### config.mk
export PLATFORM = sky130hd
export DESIGN_NAME = gpio_pin_function
export DESIGN_NICKNAME = d
export VERILOG_FILES = /design/src/gpio_cfg_pkg.sv /design/src/button_filter.sv /design/src/gpio_pin_function.sv
export SDC_FILE = /design/constraint.sdc
export NUM_CORES = 1
export LEC_CHECK = 0
export ABC_AREA = 1
export BUFFER_PORTS_ARGS = -buffer_cell sky130_fd_sc_hd__clkbuf_2
export CELL_PAD_IN_SITES_DETAIL_PLACEMENT = 0
export CELL_PAD_IN_SITES_GLOBAL_PLACEMENT = 1
export CORE_MARGIN = 2
export CORE_UTILIZATION = 30
export DETAILED_ROUTE_END_ITERATION = 16
export PLACE_DENSITY = 0.64
export SKIP_LAST_GASP = 1
export SLEW_MARGIN = 20
export SYNTH_ARGS = -nofsm -noshare
export SYNTH_HDL_FRONTEND = slang
export SYNTH_SLANG_ARGS = --single-unit
### constraint.sdc
create_clock -name clk -period 3 [get_ports clk]
set_input_delay 0.45 -clock clk [delete_from_list [all_inputs] [get_ports clk]]
set_output_delay 0.45 -clock clk [all_outputs]
set_load 0.02 [all_outputs]
### src/gpio_cfg_pkg.sv
/*
 * Constants for the pin function block: line counts, mode codes,
 * register offsets, field layouts and timing counts.
 * Assumes a 40 MHz system clock.
 */
`default_nettype none
package gpio_cfg_pkg;
   localparam int NUM_LINES = 13;
   localparam int MODE_W    = 3;

   // Mode codes
   typedef enum logic [2:0] {
      MODE_IN_QUIET = 3'b000,
      MODE_IN_MON   = 3'b001,
      MODE_OUT_LOW  = 3'b010,
      MODE_OUT_HIGH = 3'b011,
      MODE_ANALOG   = 3'b100,
      MODE_ALT      = 3'b101
   } mode_t;

   // Special lines
   localparam int LINE_JOIN  = 0;
   localparam int LINE_PWR   = 1;
   localparam int LINE_LINK  = 2;
   localparam int LINE_AI_LO = 3;
   localparam int LINE_AI_HI = 6;
   localparam int LINE_CTS   = 8;
   localparam int LINE_RTS   = 9;
   localparam int LINE_DTR   = 10;
   localparam int LINE_DSR   = 11;

   // Register byte addresses
   localparam logic [11:0] OFS_MODE_ALL  = 12'h000;
   localparam logic [11:0] OFS_MODE_ONE  = 12'h004;
   localparam logic [11:0] OFS_OUT       = 12'h008;
   localparam logic [11:0] OFS_IN        = 12'h00C;
   localparam logic [11:0] OFS_NODE      = 12'h010;
   localparam logic [11:0] OFS_JOIN_TIME = 12'h014;
   localparam logic [11:0] OFS_STATUS    = 12'h018;
   localparam logic [11:0] OFS_UART      = 12'h01C;

   // Field positions
   localparam int ONE_SEL_LSB  = 4;
   localparam int ONE_SEL_W    = 4;
   localparam int NODE_W       = 2;
   localparam int ST_FDR       = 0;
   localparam int ST_BOOT      = 1;
   localparam int ST_WAKE      = 2;
   localparam int ST_JOINED    = 3;
   localparam int ST_JOIN_OPEN = 4;

   // Node types
   localparam logic [1:0] NODE_COORD  = 2'h0;
   localparam logic [1:0] NODE_ROUTER = 2'h1;
   localparam logic [1:0] NODE_END    = 2'h2;
   localparam logic [1:0] NODE_SLEEPY = 2'h3;

   // Reset values
   localparam logic [31:0] JOIN_TIME_RST = 32'h0000_00FF;

   // Timing
   localparam int CLK_HZ       = 40_000_000;
   localparam int LONG_PRESS_MS = 2000;
   localparam int LONG_PRESS_CYC = CLK_HZ / 1000 * LONG_PRESS_MS;
   localparam int DEBOUNCE_MS   = 10;
   localparam int DEBOUNCE_CYC  = CLK_HZ / 1000 * DEBOUNCE_MS;
   localparam int BLINK_MS      = 500;
   localparam int BLINK_CYC     = CLK_HZ / 1000 * BLINK_MS;
   localparam int SECOND_CYC    = CLK_HZ;
   localparam int CNT_W         = 32;
endpackage
`default_nettype wire

### src/button_filter.sv
/*
 * Button conditioner: two-stage synchroniser, debounce, edge pulse.
 * Assumes an idle-high button that pulls low when pressed.
 */
`default_nettype none
module button_filter
   import gpio_cfg_pkg::*;
#(
   parameter int DEBOUNCE = DEBOUNCE_CYC
) (
   // Clock and reset
   input  wire logic clk,
   input  wire logic nrst,
   // Pin
   input  wire logic pin,
   // Filtered
   output logic      level,
   output logic      fall
);
   logic            sync_a;
   logic            sync_b;
   logic [CNT_W-1:0] stable_cnt;

   // ----------------------------------------
   // Synchroniser
   // ----------------------------------------
   always_ff @(posedge clk) begin
      if (!nrst) begin
         sync_a <= 1'b1;
         sync_b <= 1'b1;
      end else begin
         sync_a <= pin;
         sync_b <= sync_a;
      end
   end

   // ----------------------------------------
   // Debounce
   // ----------------------------------------
   always_ff @(posedge clk) begin
      if (!nrst) begin
         stable_cnt <= '0;
         level      <= 1'b1;
         fall       <= 1'b0;
      end else begin
         fall <= 1'b0;
         if (sync_b == level) begin
            stable_cnt <= '0;
         end else if (stable_cnt == CNT_W'(DEBOUNCE - 1)) begin
            stable_cnt <= '0;
            level      <= sync_b;
            fall       <= ~sync_b;
         end else begin
            stable_cnt <= stable_cnt + 1'b1;
         end
      end
   end
endmodule // button_filter
`default_nettype wire

### src/gpio_pin_function.sv
/*
 * Pin function selection for thirteen general lines and a dedicated
 * factory-reset button, with an APB register slave.
 * Assumes one 40 MHz clock; pins are asynchronous to it.
 */
`default_nettype none
module gpio_pin_function
   import gpio_cfg_pkg::*;
#(
   parameter int LONG_PRESS = LONG_PRESS_CYC,
   parameter int DEBOUNCE   = DEBOUNCE_CYC,
   parameter int BLINK      = BLINK_CYC,
   parameter int SECOND     = SECOND_CYC
) (
   // Clock and reset
   input  wire logic                 clk,
   input  wire logic                 nrst,
   // APB slave
   input  wire logic                 psel,
   input  wire logic                 penable,
   input  wire logic                 pwrite,
   input  wire logic [11:0]          paddr,
   input  wire logic [31:0]          pwdata,
   output logic      [31:0]          prdata,
   output logic                      pready,
   output logic                      pslverr,
   // General lines
   input  wire logic [NUM_LINES-1:0] line_in,
   output logic      [NUM_LINES-1:0] line_out,
   output logic      [NUM_LINES-1:0] line_oe_n,
   output logic      [3:0]           analog_enable,
   // Factory reset button
   input  wire logic                 factory_reset_button,
   // Firmware events
   output logic                      factory_restore,
   output logic                      boot_menu,
   output logic                      wake_req,
   output logic                      join_open,
   // UART handshake
   input  wire logic                 uart_rts,
   input  wire logic                 uart_dtr,
   output logic                      uart_cts,
   output logic                      uart_dsr
);
   mode_t              mode [NUM_LINES];
   logic [NUM_LINES-1:0] out_val;
   logic [NUM_LINES-1:0] in_sync_a;
   logic [NUM_LINES-1:0] in_sync_b;
   logic [NODE_W-1:0]  node_type;
   logic [31:0]        join_time;
   logic               joined;
   logic               fdr_level;
   logic               fdr_fall;
   logic               join_level;
   logic               join_fall;
   logic               join_raw;
   logic               armed;
   logic               qualified;
   logic [CNT_W-1:0]   press_cnt;
   logic [CNT_W-1:0]   sec_cnt;
   logic [31:0]        join_left;
   logic [CNT_W-1:0]   blink_cnt;
   logic               blink;
   logic               boot_done;
   logic               wr_en;
   logic               rd_en;
   logic               addr_ok;
   logic               wake_flag;
   logic [ONE_SEL_W-1:0] one_sel;
   mode_t              one_mode;

   // ----------------------------------------
   // Bus decode
   // ----------------------------------------
   assign pready  = 1'b1;
   assign wr_en   = psel & penable & pwrite;
   assign rd_en   = psel & penable & ~pwrite;
   assign one_sel = pwdata[ONE_SEL_LSB +: ONE_SEL_W];
   assign one_mode = mode_t'(pwdata[MODE_W-1:0]);

   always_comb begin
      unique case (paddr)
         OFS_MODE_ALL, OFS_MODE_ONE, OFS_OUT, OFS_IN,
         OFS_NODE, OFS_JOIN_TIME, OFS_STATUS, OFS_UART: addr_ok = 1'b1;
         default: addr_ok = 1'b0;
      endcase
   end
   assign pslverr = psel & penable & ~addr_ok;

   function automatic logic mode_legal(input int line, input mode_t m);
      logic ok;
      ok = (m <= MODE_ALT);
      if (m == MODE_ANALOG && (line < LINE_AI_LO || line > LINE_AI_HI))
         ok = 1'b0;
      return ok;
   endfunction

   // ----------------------------------------
   // Mode registers
   // ----------------------------------------
   generate
      for (genvar i = 0; i < NUM_LINES; i++) begin : g_mode
         always_ff @(posedge clk) begin
            if (!nrst) begin
               mode[i] <= MODE_IN_QUIET;
            end else if (wr_en && paddr == OFS_MODE_ALL) begin
               // One code for all lines; 13 fields overflow the word
               if (mode_legal(i, one_mode))
                  mode[i] <= one_mode;
            end else if (wr_en && paddr == OFS_MODE_ONE &&
                         one_sel == ONE_SEL_W'(i)) begin
               if (mode_legal(i, one_mode))
                  mode[i] <= one_mode;
            end
         end
      end
   endgenerate

   // ----------------------------------------
   // Output values and settings
   // ----------------------------------------
   generate
      for (genvar i = 0; i < NUM_LINES; i++) begin : g_out
         always_ff @(posedge clk) begin
            if (!nrst) begin
               out_val[i] <= 1'b0;
            end else if (wr_en && paddr == OFS_OUT) begin
               out_val[i] <= pwdata[i];
            end else if (wr_en && paddr == OFS_MODE_ALL &&
                         one_mode == MODE_OUT_HIGH)
            begin
               out_val[i] <= 1'b1;
            end else if (wr_en && paddr == OFS_MODE_ALL &&
                         one_mode == MODE_OUT_LOW)
            begin
               out_val[i] <= 1'b0;
            end else if (wr_en && paddr == OFS_MODE_ONE &&
                         one_sel == ONE_SEL_W'(i) &&
                         (one_mode == MODE_OUT_HIGH ||
                          one_mode == MODE_OUT_LOW)) begin
               out_val[i] <= (one_mode == MODE_OUT_HIGH);
            end
         end
      end
   endgenerate

   always_ff @(posedge clk) begin
      if (!nrst) begin
         node_type <= NODE_COORD;
         join_time <= JOIN_TIME_RST;
         joined    <= 1'b0;
      end else if (wr_en && paddr == OFS_NODE) begin
         node_type <= pwdata[NODE_W-1:0];
         joined    <= pwdata[NODE_W];
      end else if (wr_en && paddr == OFS_JOIN_TIME) begin
         join_time <= pwdata;
      end
   end

   // ----------------------------------------
   // Input synchroniser
   // ----------------------------------------
   always_ff @(posedge clk) begin
      if (!nrst) begin
         in_sync_a <= '0;
         in_sync_b <= '0;
      end else begin
         in_sync_a <= line_in;
         in_sync_b <= in_sync_a;
      end
   end

   // ----------------------------------------
   // Buttons
   // ----------------------------------------
   button_filter #(.DEBOUNCE(DEBOUNCE)) u_fdr (
      .clk   (clk),
      .nrst  (nrst),
      .pin   (factory_reset_button),
      .level (fdr_level),
      .fall  (fdr_fall)
   );

   assign join_raw = line_in[LINE_JOIN] | (mode[LINE_JOIN] != MODE_ALT);

   button_filter #(.DEBOUNCE(DEBOUNCE)) u_join (
      .clk   (clk),
      .nrst  (nrst),
      .pin   (join_raw),
      .level (join_level),
      .fall  (join_fall)
   );

   // ----------------------------------------
   // Factory reset and boot menu
   // ----------------------------------------
   always_ff @(posedge clk) begin
      if (!nrst) begin
         armed           <= 1'b0;
         qualified       <= 1'b0;
         press_cnt       <= '0;
         factory_restore <= 1'b0;
      end else begin
         factory_restore <= 1'b0;
         if (fdr_fall && boot_done) begin
            armed     <= 1'b1;
            qualified <= 1'b0;
            press_cnt <= '0;
         end else if (armed && !fdr_level) begin
            if (press_cnt >= CNT_W'(LONG_PRESS))
               qualified <= 1'b1;
            else
               press_cnt <= press_cnt + 1'b1;
         end else if (armed && fdr_level) begin
            armed           <= 1'b0;
            factory_restore <= qualified;
            qualified       <= 1'b0;
         end
      end
   end

   // Startup level caught once after the filter settles
   always_ff @(posedge clk) begin
      if (!nrst) begin
         boot_done <= 1'b0;
         boot_menu <= 1'b0;
         sec_cnt   <= '0;
      end else if (!boot_done) begin
         if (sec_cnt == CNT_W'(DEBOUNCE + 4)) begin
            boot_done <= 1'b1;
            boot_menu <= ~fdr_level;
         end else begin
            sec_cnt <= sec_cnt + 1'b1;
         end
      end
   end

   // ----------------------------------------
   // Join window and wake
   // ----------------------------------------
   logic [CNT_W-1:0] tick_cnt;
   always_ff @(posedge clk) begin
      if (!nrst) begin
         join_left <= '0;
         tick_cnt  <= '0;
         wake_req  <= 1'b0;
         wake_flag <= 1'b0;
      end else begin
         wake_req <= 1'b0;
         if (join_fall && mode[LINE_JOIN] == MODE_ALT &&
             (node_type == NODE_COORD || node_type == NODE_ROUTER)) begin
            join_left <= join_time;
            tick_cnt  <= '0;
         end else if (join_left != '0) begin
            if (tick_cnt == CNT_W'(SECOND - 1)) begin
               tick_cnt  <= '0;
               join_left <= join_left - 1'b1;
            end else begin
               tick_cnt <= tick_cnt + 1'b1;
            end
         end
         if (join_fall && mode[LINE_JOIN] == MODE_ALT &&
             node_type == NODE_SLEEPY) begin
            wake_req  <= 1'b1;
            wake_flag <= 1'b1;
         end else if (rd_en && paddr == OFS_STATUS) begin
            wake_flag <= 1'b0;
         end
      end
   end
   assign join_open = (join_left != '0);

   // ----------------------------------------
   // Blink timer
   // ----------------------------------------
   always_ff @(posedge clk) begin
      if (!nrst) begin
         blink_cnt <= '0;
         blink     <= 1'b0;
      end else if (blink_cnt == CNT_W'(BLINK - 1)) begin
         blink_cnt <= '0;
         blink     <= ~blink;
      end else begin
         blink_cnt <= blink_cnt + 1'b1;
      end
   end

   // ----------------------------------------
   // Pin drive
   // ----------------------------------------
   generate
      for (genvar i = 0; i < NUM_LINES; i++) begin : g_pin
         always_ff @(posedge clk) begin
            if (!nrst) begin
               line_out[i]  <= 1'b0;
               line_oe_n[i] <= 1'b1;
            end else begin
               line_out[i]  <= out_val[i];
               line_oe_n[i] <= ~(mode[i] == MODE_OUT_LOW ||
                                 mode[i] == MODE_OUT_HIGH);
               if (mode[i] == MODE_ALT) begin
                  line_oe_n[i] <= 1'b1;
                  if (i == LINE_PWR) begin
                     line_oe_n[i] <= 1'b0;
                     line_out[i]  <= (node_type == NODE_END ||
                                      node_type == NODE_SLEEPY) ?
                                     blink : 1'b1;
                  end
                  if (i == LINE_LINK) begin
                     line_oe_n[i] <= 1'b0;
                     line_out[i]  <= join_open ? blink : joined;
                  end
                  if (i == LINE_RTS) begin
                     line_oe_n[i] <= 1'b0;
                     line_out[i]  <= uart_rts;
                  end
                  if (i == LINE_DTR) begin
                     line_oe_n[i] <= 1'b0;
                     line_out[i]  <= uart_dtr;
                  end
               end
            end
         end
      end
   endgenerate

   generate
      for (genvar c = 0; c < 4; c++) begin : g_ai
         assign analog_enable[c] =
            (mode[LINE_AI_LO + c] == MODE_ANALOG);
      end
   endgenerate

   always_ff @(posedge clk) begin
      if (!nrst) begin
         uart_cts <= 1'b0;
         uart_dsr <= 1'b0;
      end else begin
         uart_cts <= (mode[LINE_CTS] == MODE_ALT) & in_sync_b[LINE_CTS];
         uart_dsr <= (mode[LINE_DSR] == MODE_ALT) & in_sync_b[LINE_DSR];
      end
   end

   // ----------------------------------------
   // Read data
   // ----------------------------------------
   always_comb begin
      prdata = '0;
      unique case (paddr)
         OFS_MODE_ALL: begin
            // Only the lines whose field fits the word
            for (int i = 0; i < $bits(prdata) / MODE_W; i++)
               prdata[i*MODE_W +: MODE_W] = mode[i];
         end
         OFS_OUT:       prdata[NUM_LINES-1:0] = out_val;
         OFS_IN:        prdata[NUM_LINES-1:0] = in_sync_b;
         OFS_NODE:      prdata[NODE_W:0] = {joined, node_type};
         OFS_JOIN_TIME: prdata = join_time;
         OFS_STATUS: begin
            prdata[ST_FDR]       = armed;
            prdata[ST_BOOT]      = boot_menu;
            prdata[ST_WAKE]      = wake_flag;
            prdata[ST_JOINED]    = joined;
            prdata[ST_JOIN_OPEN] = join_open;
         end
         OFS_UART:      prdata[1:0] = {uart_dsr, uart_cts};
         default:       prdata = '0;
      endcase
   end
endmodule // gpio_pin_function
`default_nettype wire

# Word level (Yosys, flattened, before mapping)

Memories as Yosys holds them, arrays and structs flattened.
Index checks and enable logic that the tools add are counted.
W data, S select, Z words.

Memories: 2
Logic and storage cells: 535
Memory bits (read-only): 32
Output and inout bits: 70
Bits in writable memories: 39
Register bits after elaboration: 342
Input bits: 65

Multiplexer cells: 209
Order comparisons: 2
$add $sub $neg: 7
Eq/ne operators: 78
Reductions and logical operators: 106
Bitwise gates (word level): 62

Memory list:

| name             | depth | width | rd ports | clocked after memory_dff | write ports | RTL line                | RTL |
|---|---|---|---|---|---|---|---|
| mode             | 13    | 3     | 13       | 0                        | 13          | gpio_pin_function.sv:45 | `mode_t mode [NUM_LINES];` |
| (name not given) | 32    | 1     | 1        | 0                        | 0           | gpio_pin_function.sv:82 | `unique case (paddr)` |

Operator list:

| kind                    | count |
|---|---|
| $add A32 B1 Y32 const B | 6 |
| $mux W1                 | 173 |
| $mux W32                | 4 |
| $eq A32 B19 Y1 const B  | 3 |
| $eq A3 B2 Y1 const B    | 28 |
| $mux W3                 | 26 |
| $eq A3 B3 Y1 const B    | 18 |
| $reduce_bool A4 Y1      | 13 |
| $eq A12 B5 Y1 const B   | 4 |
| $logic_and A1 B1 Y1     | 40 |
| $pmux W17 S2            | 1 |
| $eq A32 B25 Y1 const B  | 1 |
| $eq A32 B26 Y1 const B  | 1 |
| $ge A32 B27 Y1 const B  | 1 |
| $pmux W8 S4             | 1 |
| $reduce_bool A32 Y1     | 1 |
| $sub A32 B1 Y32 const B | 1 |
| $not A1 Y1              | 29 |
| $or A1 B1 Y1            | 27 |
| $eq A12 B4 Y1 const B   | 2 |
| $reduce_or A2 Y1        | 12 |
| $eq A4 B4 Y1 const B    | 5 |
| $reduce_and A2 Y1       | 9 |
| $eq A4 B3 Y1 const B    | 4 |
| 24 further kinds        | 54 |

# Longest topological paths before layout

Word-level depth: 13
Mapped depth: 13
Mapped depth without buffers: 12

# By module

From an unflattened synthesis, not the netlist that was laid out.

Cells, all modules: 3,239
Area, all modules: 20,793.7 sq um

By module, submodules not included:

| module            | times used | area each (sq um) | cells an instance | seq. area each (sq um) |
|---|---|---|---|---|
| gpio_pin_function | 1          | 16,542.1          | 2,537             | 6,546.3 |
| button_filter     | 2          | 2,125.8           | 351               | 720.7 |

# Worst setup path before layout

Ideal clock, no wire load.

Path kind: input to output
Start point: input paddr[11]
End point: output prdata[13]
Cell stages on the path: 8
Arrival time: 1.727 ns
Path slack: 0.823 ns
Path buffers: 1
Cells stage by stage: nor2_1 > nand2_1 > inv_2 > nand2_1 > nor2_1 > nand3_1 > clkbuf_1 > o21ai_0

Cells in the longest elaborated chain, start to end: 2
Elaborated cells on any way between the ends: 3
Those cells by class: eq/ne: 1; mux: 1; reduce/logical: 1

Ends and longest elaborated chain:

| element                                                   | RTL line                 | RTL |
|---|---|---|
| start, declared                                           | gpio_pin_function.sv:22  | `input wire logic [11:0] paddr,` |
| $eq A12 B5 Y1 / $logic_not A12 Y1 (equally long branches) | gpio_pin_function.sv:349 | `unique case (paddr)` |
| $pmux W17 S2 (*)                                          | gpio_pin_function.sv:349 |  |
| end, declared                                             | gpio_pin_function.sv:24  | `output logic [31:0] prdata,` |

Every way passes the cells marked *; elsewhere a longest branch is shown, timed or not.

# Final worst setup path

Start point: register join_left[0]
End point: output prdata[4]

Cells in the longest elaborated chain, start to end: 2

Ends and longest elaborated chain:

| element                | RTL line                 | RTL |
|---|---|---|
| start, declared        | gpio_pin_function.sv:61  | `logic [31:0] join_left;` |
| start signal, assigned | gpio_pin_function.sv:252 | `join_left <= join_time;` |
| start signal, assigned | gpio_pin_function.sv:257 | `join_left <= join_left - 1'b1;` |
| $reduce_bool A32 Y1    | gpio_pin_function.sv:271 | `assign join_open = (join_left != '0);` |
| $pmux W2 S5            | gpio_pin_function.sv:349 |  |

Every way passes these cells.

==> impl_metrics.csv <==
group,metric,value,unit
place,portBuffers,133,
pwr,powerDensity,505,nW/um^2
setup_path,cp_cell_sequence,"inv_1 -> ha_1 -> nand2_2 -> nor2_8 -> nand4_2 -> a21oi_1 -> nand3_1 -> clkbuf_2",
setup_path,endpoint_kind,"output pin",
floorplan,start_util,0.304,
setup_path,crit_fanout,8,
global_routing,grt-ovfl-total,0,
setup_path,slowest_delay,0.31,ns
drt,vias,19500,
min_path,hold_depth,3,
synth,synth_seq_area_share,0.398,
sta,fin_skew,0.0419,ns
final_layout,diodes,0,
global_routing,grt_pass1_vias,18700,
floorplan,rows,94,
floorplan,die_w,263,um
global_routing,grt_antenna_before_repair,0,
final_layout,final_cell_mix,"nand2_1, nor2_1, inv_1",
synth,synthCells,3013,
sta,setup_violations,0,
drt,drt_iter0_markers,1256,
floorplan,pin_count,135,
pwr,leakagePower,0.00928,uW
place,post-place-ws,0.427,ns
sta,timing.hold.ws,0.0574,ns
global_routing,grt_usage,0.185,
global_routing,grt_max_degree,91,
synth,yosysUniqueCellTypes,50,
sta,worst_slack,0.106,ns
drt,drt-wirelength-per-cell,16.2,um
drt,ant_nets,0,
setup_path,r2r_end,"tick_cnt[20]",
pwr,ir_drop,0.391,mV
final_layout,multi_input_area,10200,um^2
clock_tree,cts_resized,0,
clock_tree,postCtsHoldBufs,4,
clock_tree,worstSkewPairLatency,0.61,ns
final_layout,layout_commonest_cell,"nand2_1",
floorplan,die_h,263,um
final_layout,n_fill_cell,7151,
final_layout,final_core_util,0.355,
drt,viasPerCell,4.83,
clock_tree,clockBufferDepth,3,
setup_path,reg2reg_depth,7,
sta,min_period,2.89,ns
sta,fmax,0.346,GHz
sta,slew_headroom,0.451,
setup_path,critPathKind,"reg2out",
synth,synth_nets,3087,
floorplan,dieArea,69000,um^2
job,cap_violations,0,
clock_tree,cts_sinks,380,
synth,ys.warnings.count,0,
min_path,hold_class,"in2reg",
min_path,hold_path_end,"in_sync_a[9]",
sta,tightest_slew,0.821,ns
clock_tree,tritoncts,"built",
drt,routed_wirelength,65400,um
setup_path,start_kind,"register",
setup_path,critPathArrivalTime,2.44,ns
sta,final.setup.tns,0,ns
outcome,status,"finished clean",
setup_path,regToRegSetupSlack,0.67,ns
sta,rsz0062_at_grt,"no",
place,dp_hpwl,49500,um
global_routing,grt_pass1_wl,103000,um
synth,postSynthAreaPerCell,6.66,um^2
final_layout,final_area,23400,um^2
clock_tree,cts_max_level,2,
sta,hold_viol,0,
setup_path,required,2.55,ns
synth,syn_area,20100,um^2
setup_path,crit_path_top_delay_cell,"dfxtp_1",
drt,drt_pass1_iterations,6,
clock_tree,cts_root_buffer,"clkbuf_16",
clock_tree,clk_pin_slew_worst_paths,0.06,ns
floorplan,design.core.area,66000,um^2
synth,ys_seq_elements,380,
min_path,holdCritStartpoint,"line_in[9]",
final_layout,final_nets,3219,
sta,slew_viol_final,0,
sta,timing.final.crit_share,0.965,
clock_tree,post_cts_buffers,0,
final_layout,regArea,7990,um^2
clock_tree,cts_buffers,46,
final_layout,drive_above_1_share,0.100,
setup_path,r2r_start,"mode[0][2]",
drt,drc,0,
final_layout,syn2layout_area_growth,16.6,%
place,dpl-instance-area,21700,um^2
place,place_congestion,0.905,
metal layers:
layer  GRT usage  vias to the layer above  wire (um)
met2       0.314                      441      30600
met4      0.0534                        0       1520
met3      0.0262                       89       3010
li1            -                     9941          -
met1       0.242                     9056      30200
met5           0                        -          0
sequential cells by signal, indices dropped and copies added (netlist names), 2 cells and up:
register / count
join_left: 32
u_fdr.stable_cnt: 32
join_time: 32
u_join.stable_cnt: 32
line_out: 13
line_oe_n: 13
blink_cnt: 32
tick_cnt: 32
sec_cnt: 32
in_sync_a: 13
press_cnt: 32
out_val: 13
in_sync_b: 13
mode: 38
node_type: 2
layout make-up:
cell class	count	area share
multi-input cells	2154	0.436
flip-flops and latches	380	0.341
inverters	394	0.0634
clock buffers	63	0.0562
well taps	864	0.0462
repair buffers	169	0.0411
clock inverters	21	0.0161
synthesized netlist by cell type (all sizes together):
| cell | count | area share |
|---|---|---|
| o2111ai | 9 | 0.0039 |
| buf | 39 | 0.012 |
| and2 | 2 | 0.00062 |
| edfxtp | 38 | 0.057 |
| or2 | 17 | 0.0053 |
| or3 | 1 | 0.00031 |
| inv | 393 | 0.074 |
| xor2 | 76 | 0.033 |
| a31oi | 4 | 0.0012 |
| a21oi | 229 | 0.058 |
| nand3 | 215 | 0.054 |
| a22oi | 1 | 0.00037 |
| a21boi | 1 | 0.00037 |
| ha | 9 | 0.0056 |
| o211ai | 11 | 0.0041 |
| o21bai | 2 | 0.00075 |
| nand3b | 6 | 0.0022 |
| nand2 | 794 | 0.15 |
| a31o | 1 | 0.00044 |
| conb | 1 | 0.00019 |
| o21ai | 102 | 0.025 |
| nor2 | 422 | 0.085 |
| nor3 | 113 | 0.029 |
| a21o | 3 | 0.0011 |
| dfxtp | 342 | 0.34 |
| and3 | 2 | 0.00062 |
| nor4 | 15 | 0.0050 |
| nand4 | 73 | 0.023 |
| clkbuf | 46 | 0.0086 |
| xnor2 | 19 | 0.0083 |
| nor3b | 10 | 0.0037 |
| o22ai | 14 | 0.0044 |
| mux2i | 2 | 0.0010 |
| clkinv | 1 | 0.00019 |
cell families after synthesis:
logic type,after synthesis,share of synthesized area
AO/OA/AOI/OAI,377,0.100
multiplexers,2,0.000997
XOR/XNOR,95,0.0414
flip-flops,380,0.398
adder cells (fa/ha/maj),9,0.00561
other,1,0.000187
buffers and inverters,479,0.0944
AND/OR/NAND/NOR,1670,0.359
critical path: cells and delay by family (launching register included):
family | cells | cell delay [ns]
AND/OR/NAND/NOR | 4 | 0.75
flip-flops | 1 | 0.31
AO/OA/AOI/OAI | 1 | 0.24
adder cells (fa/ha/maj) | 1 | 0.25
buffers and inverters | 2 | 0.29
how the worst max path moves through the flow:
| stage | startpoint | endpoint | slack (ns) | cells past startpoint |
|---|---|---|---|---|
| floorplan | paddr[11] | prdata[13] | 0.82 | 8 |
| global placement | paddr[9] | prdata[1] | 0.45 | 13 |
| detailed placement | paddr[1] | mode[1][14] | 0.43 | 10 |
| CTS | join_left[0] | prdata[4] | 0.1 | 8 |
| global route | join_left[0] | prdata[4] | 0.01 | 8 |
| finish | join_left[0] | prdata[4] | 0.11 | 8 |
metrics by stage:
step	total power, uW	instances
2_1_floorplan	5530	3013
3_3_place_gp	5720	3957
3_5_place_dp	5720	3957
4_1_cts	12000	4045
5_1_grt	12300	4045
6_report	11800	4045
report_power, final:
part	internal (uW)	switching (uW)	total (uW)
clock	3860	2350	6200
sequential	5200	39.3	5240
combinational	102	275	377
total	9150	2660	11800
Note: power is estimated with default switching activity, not from simulation.
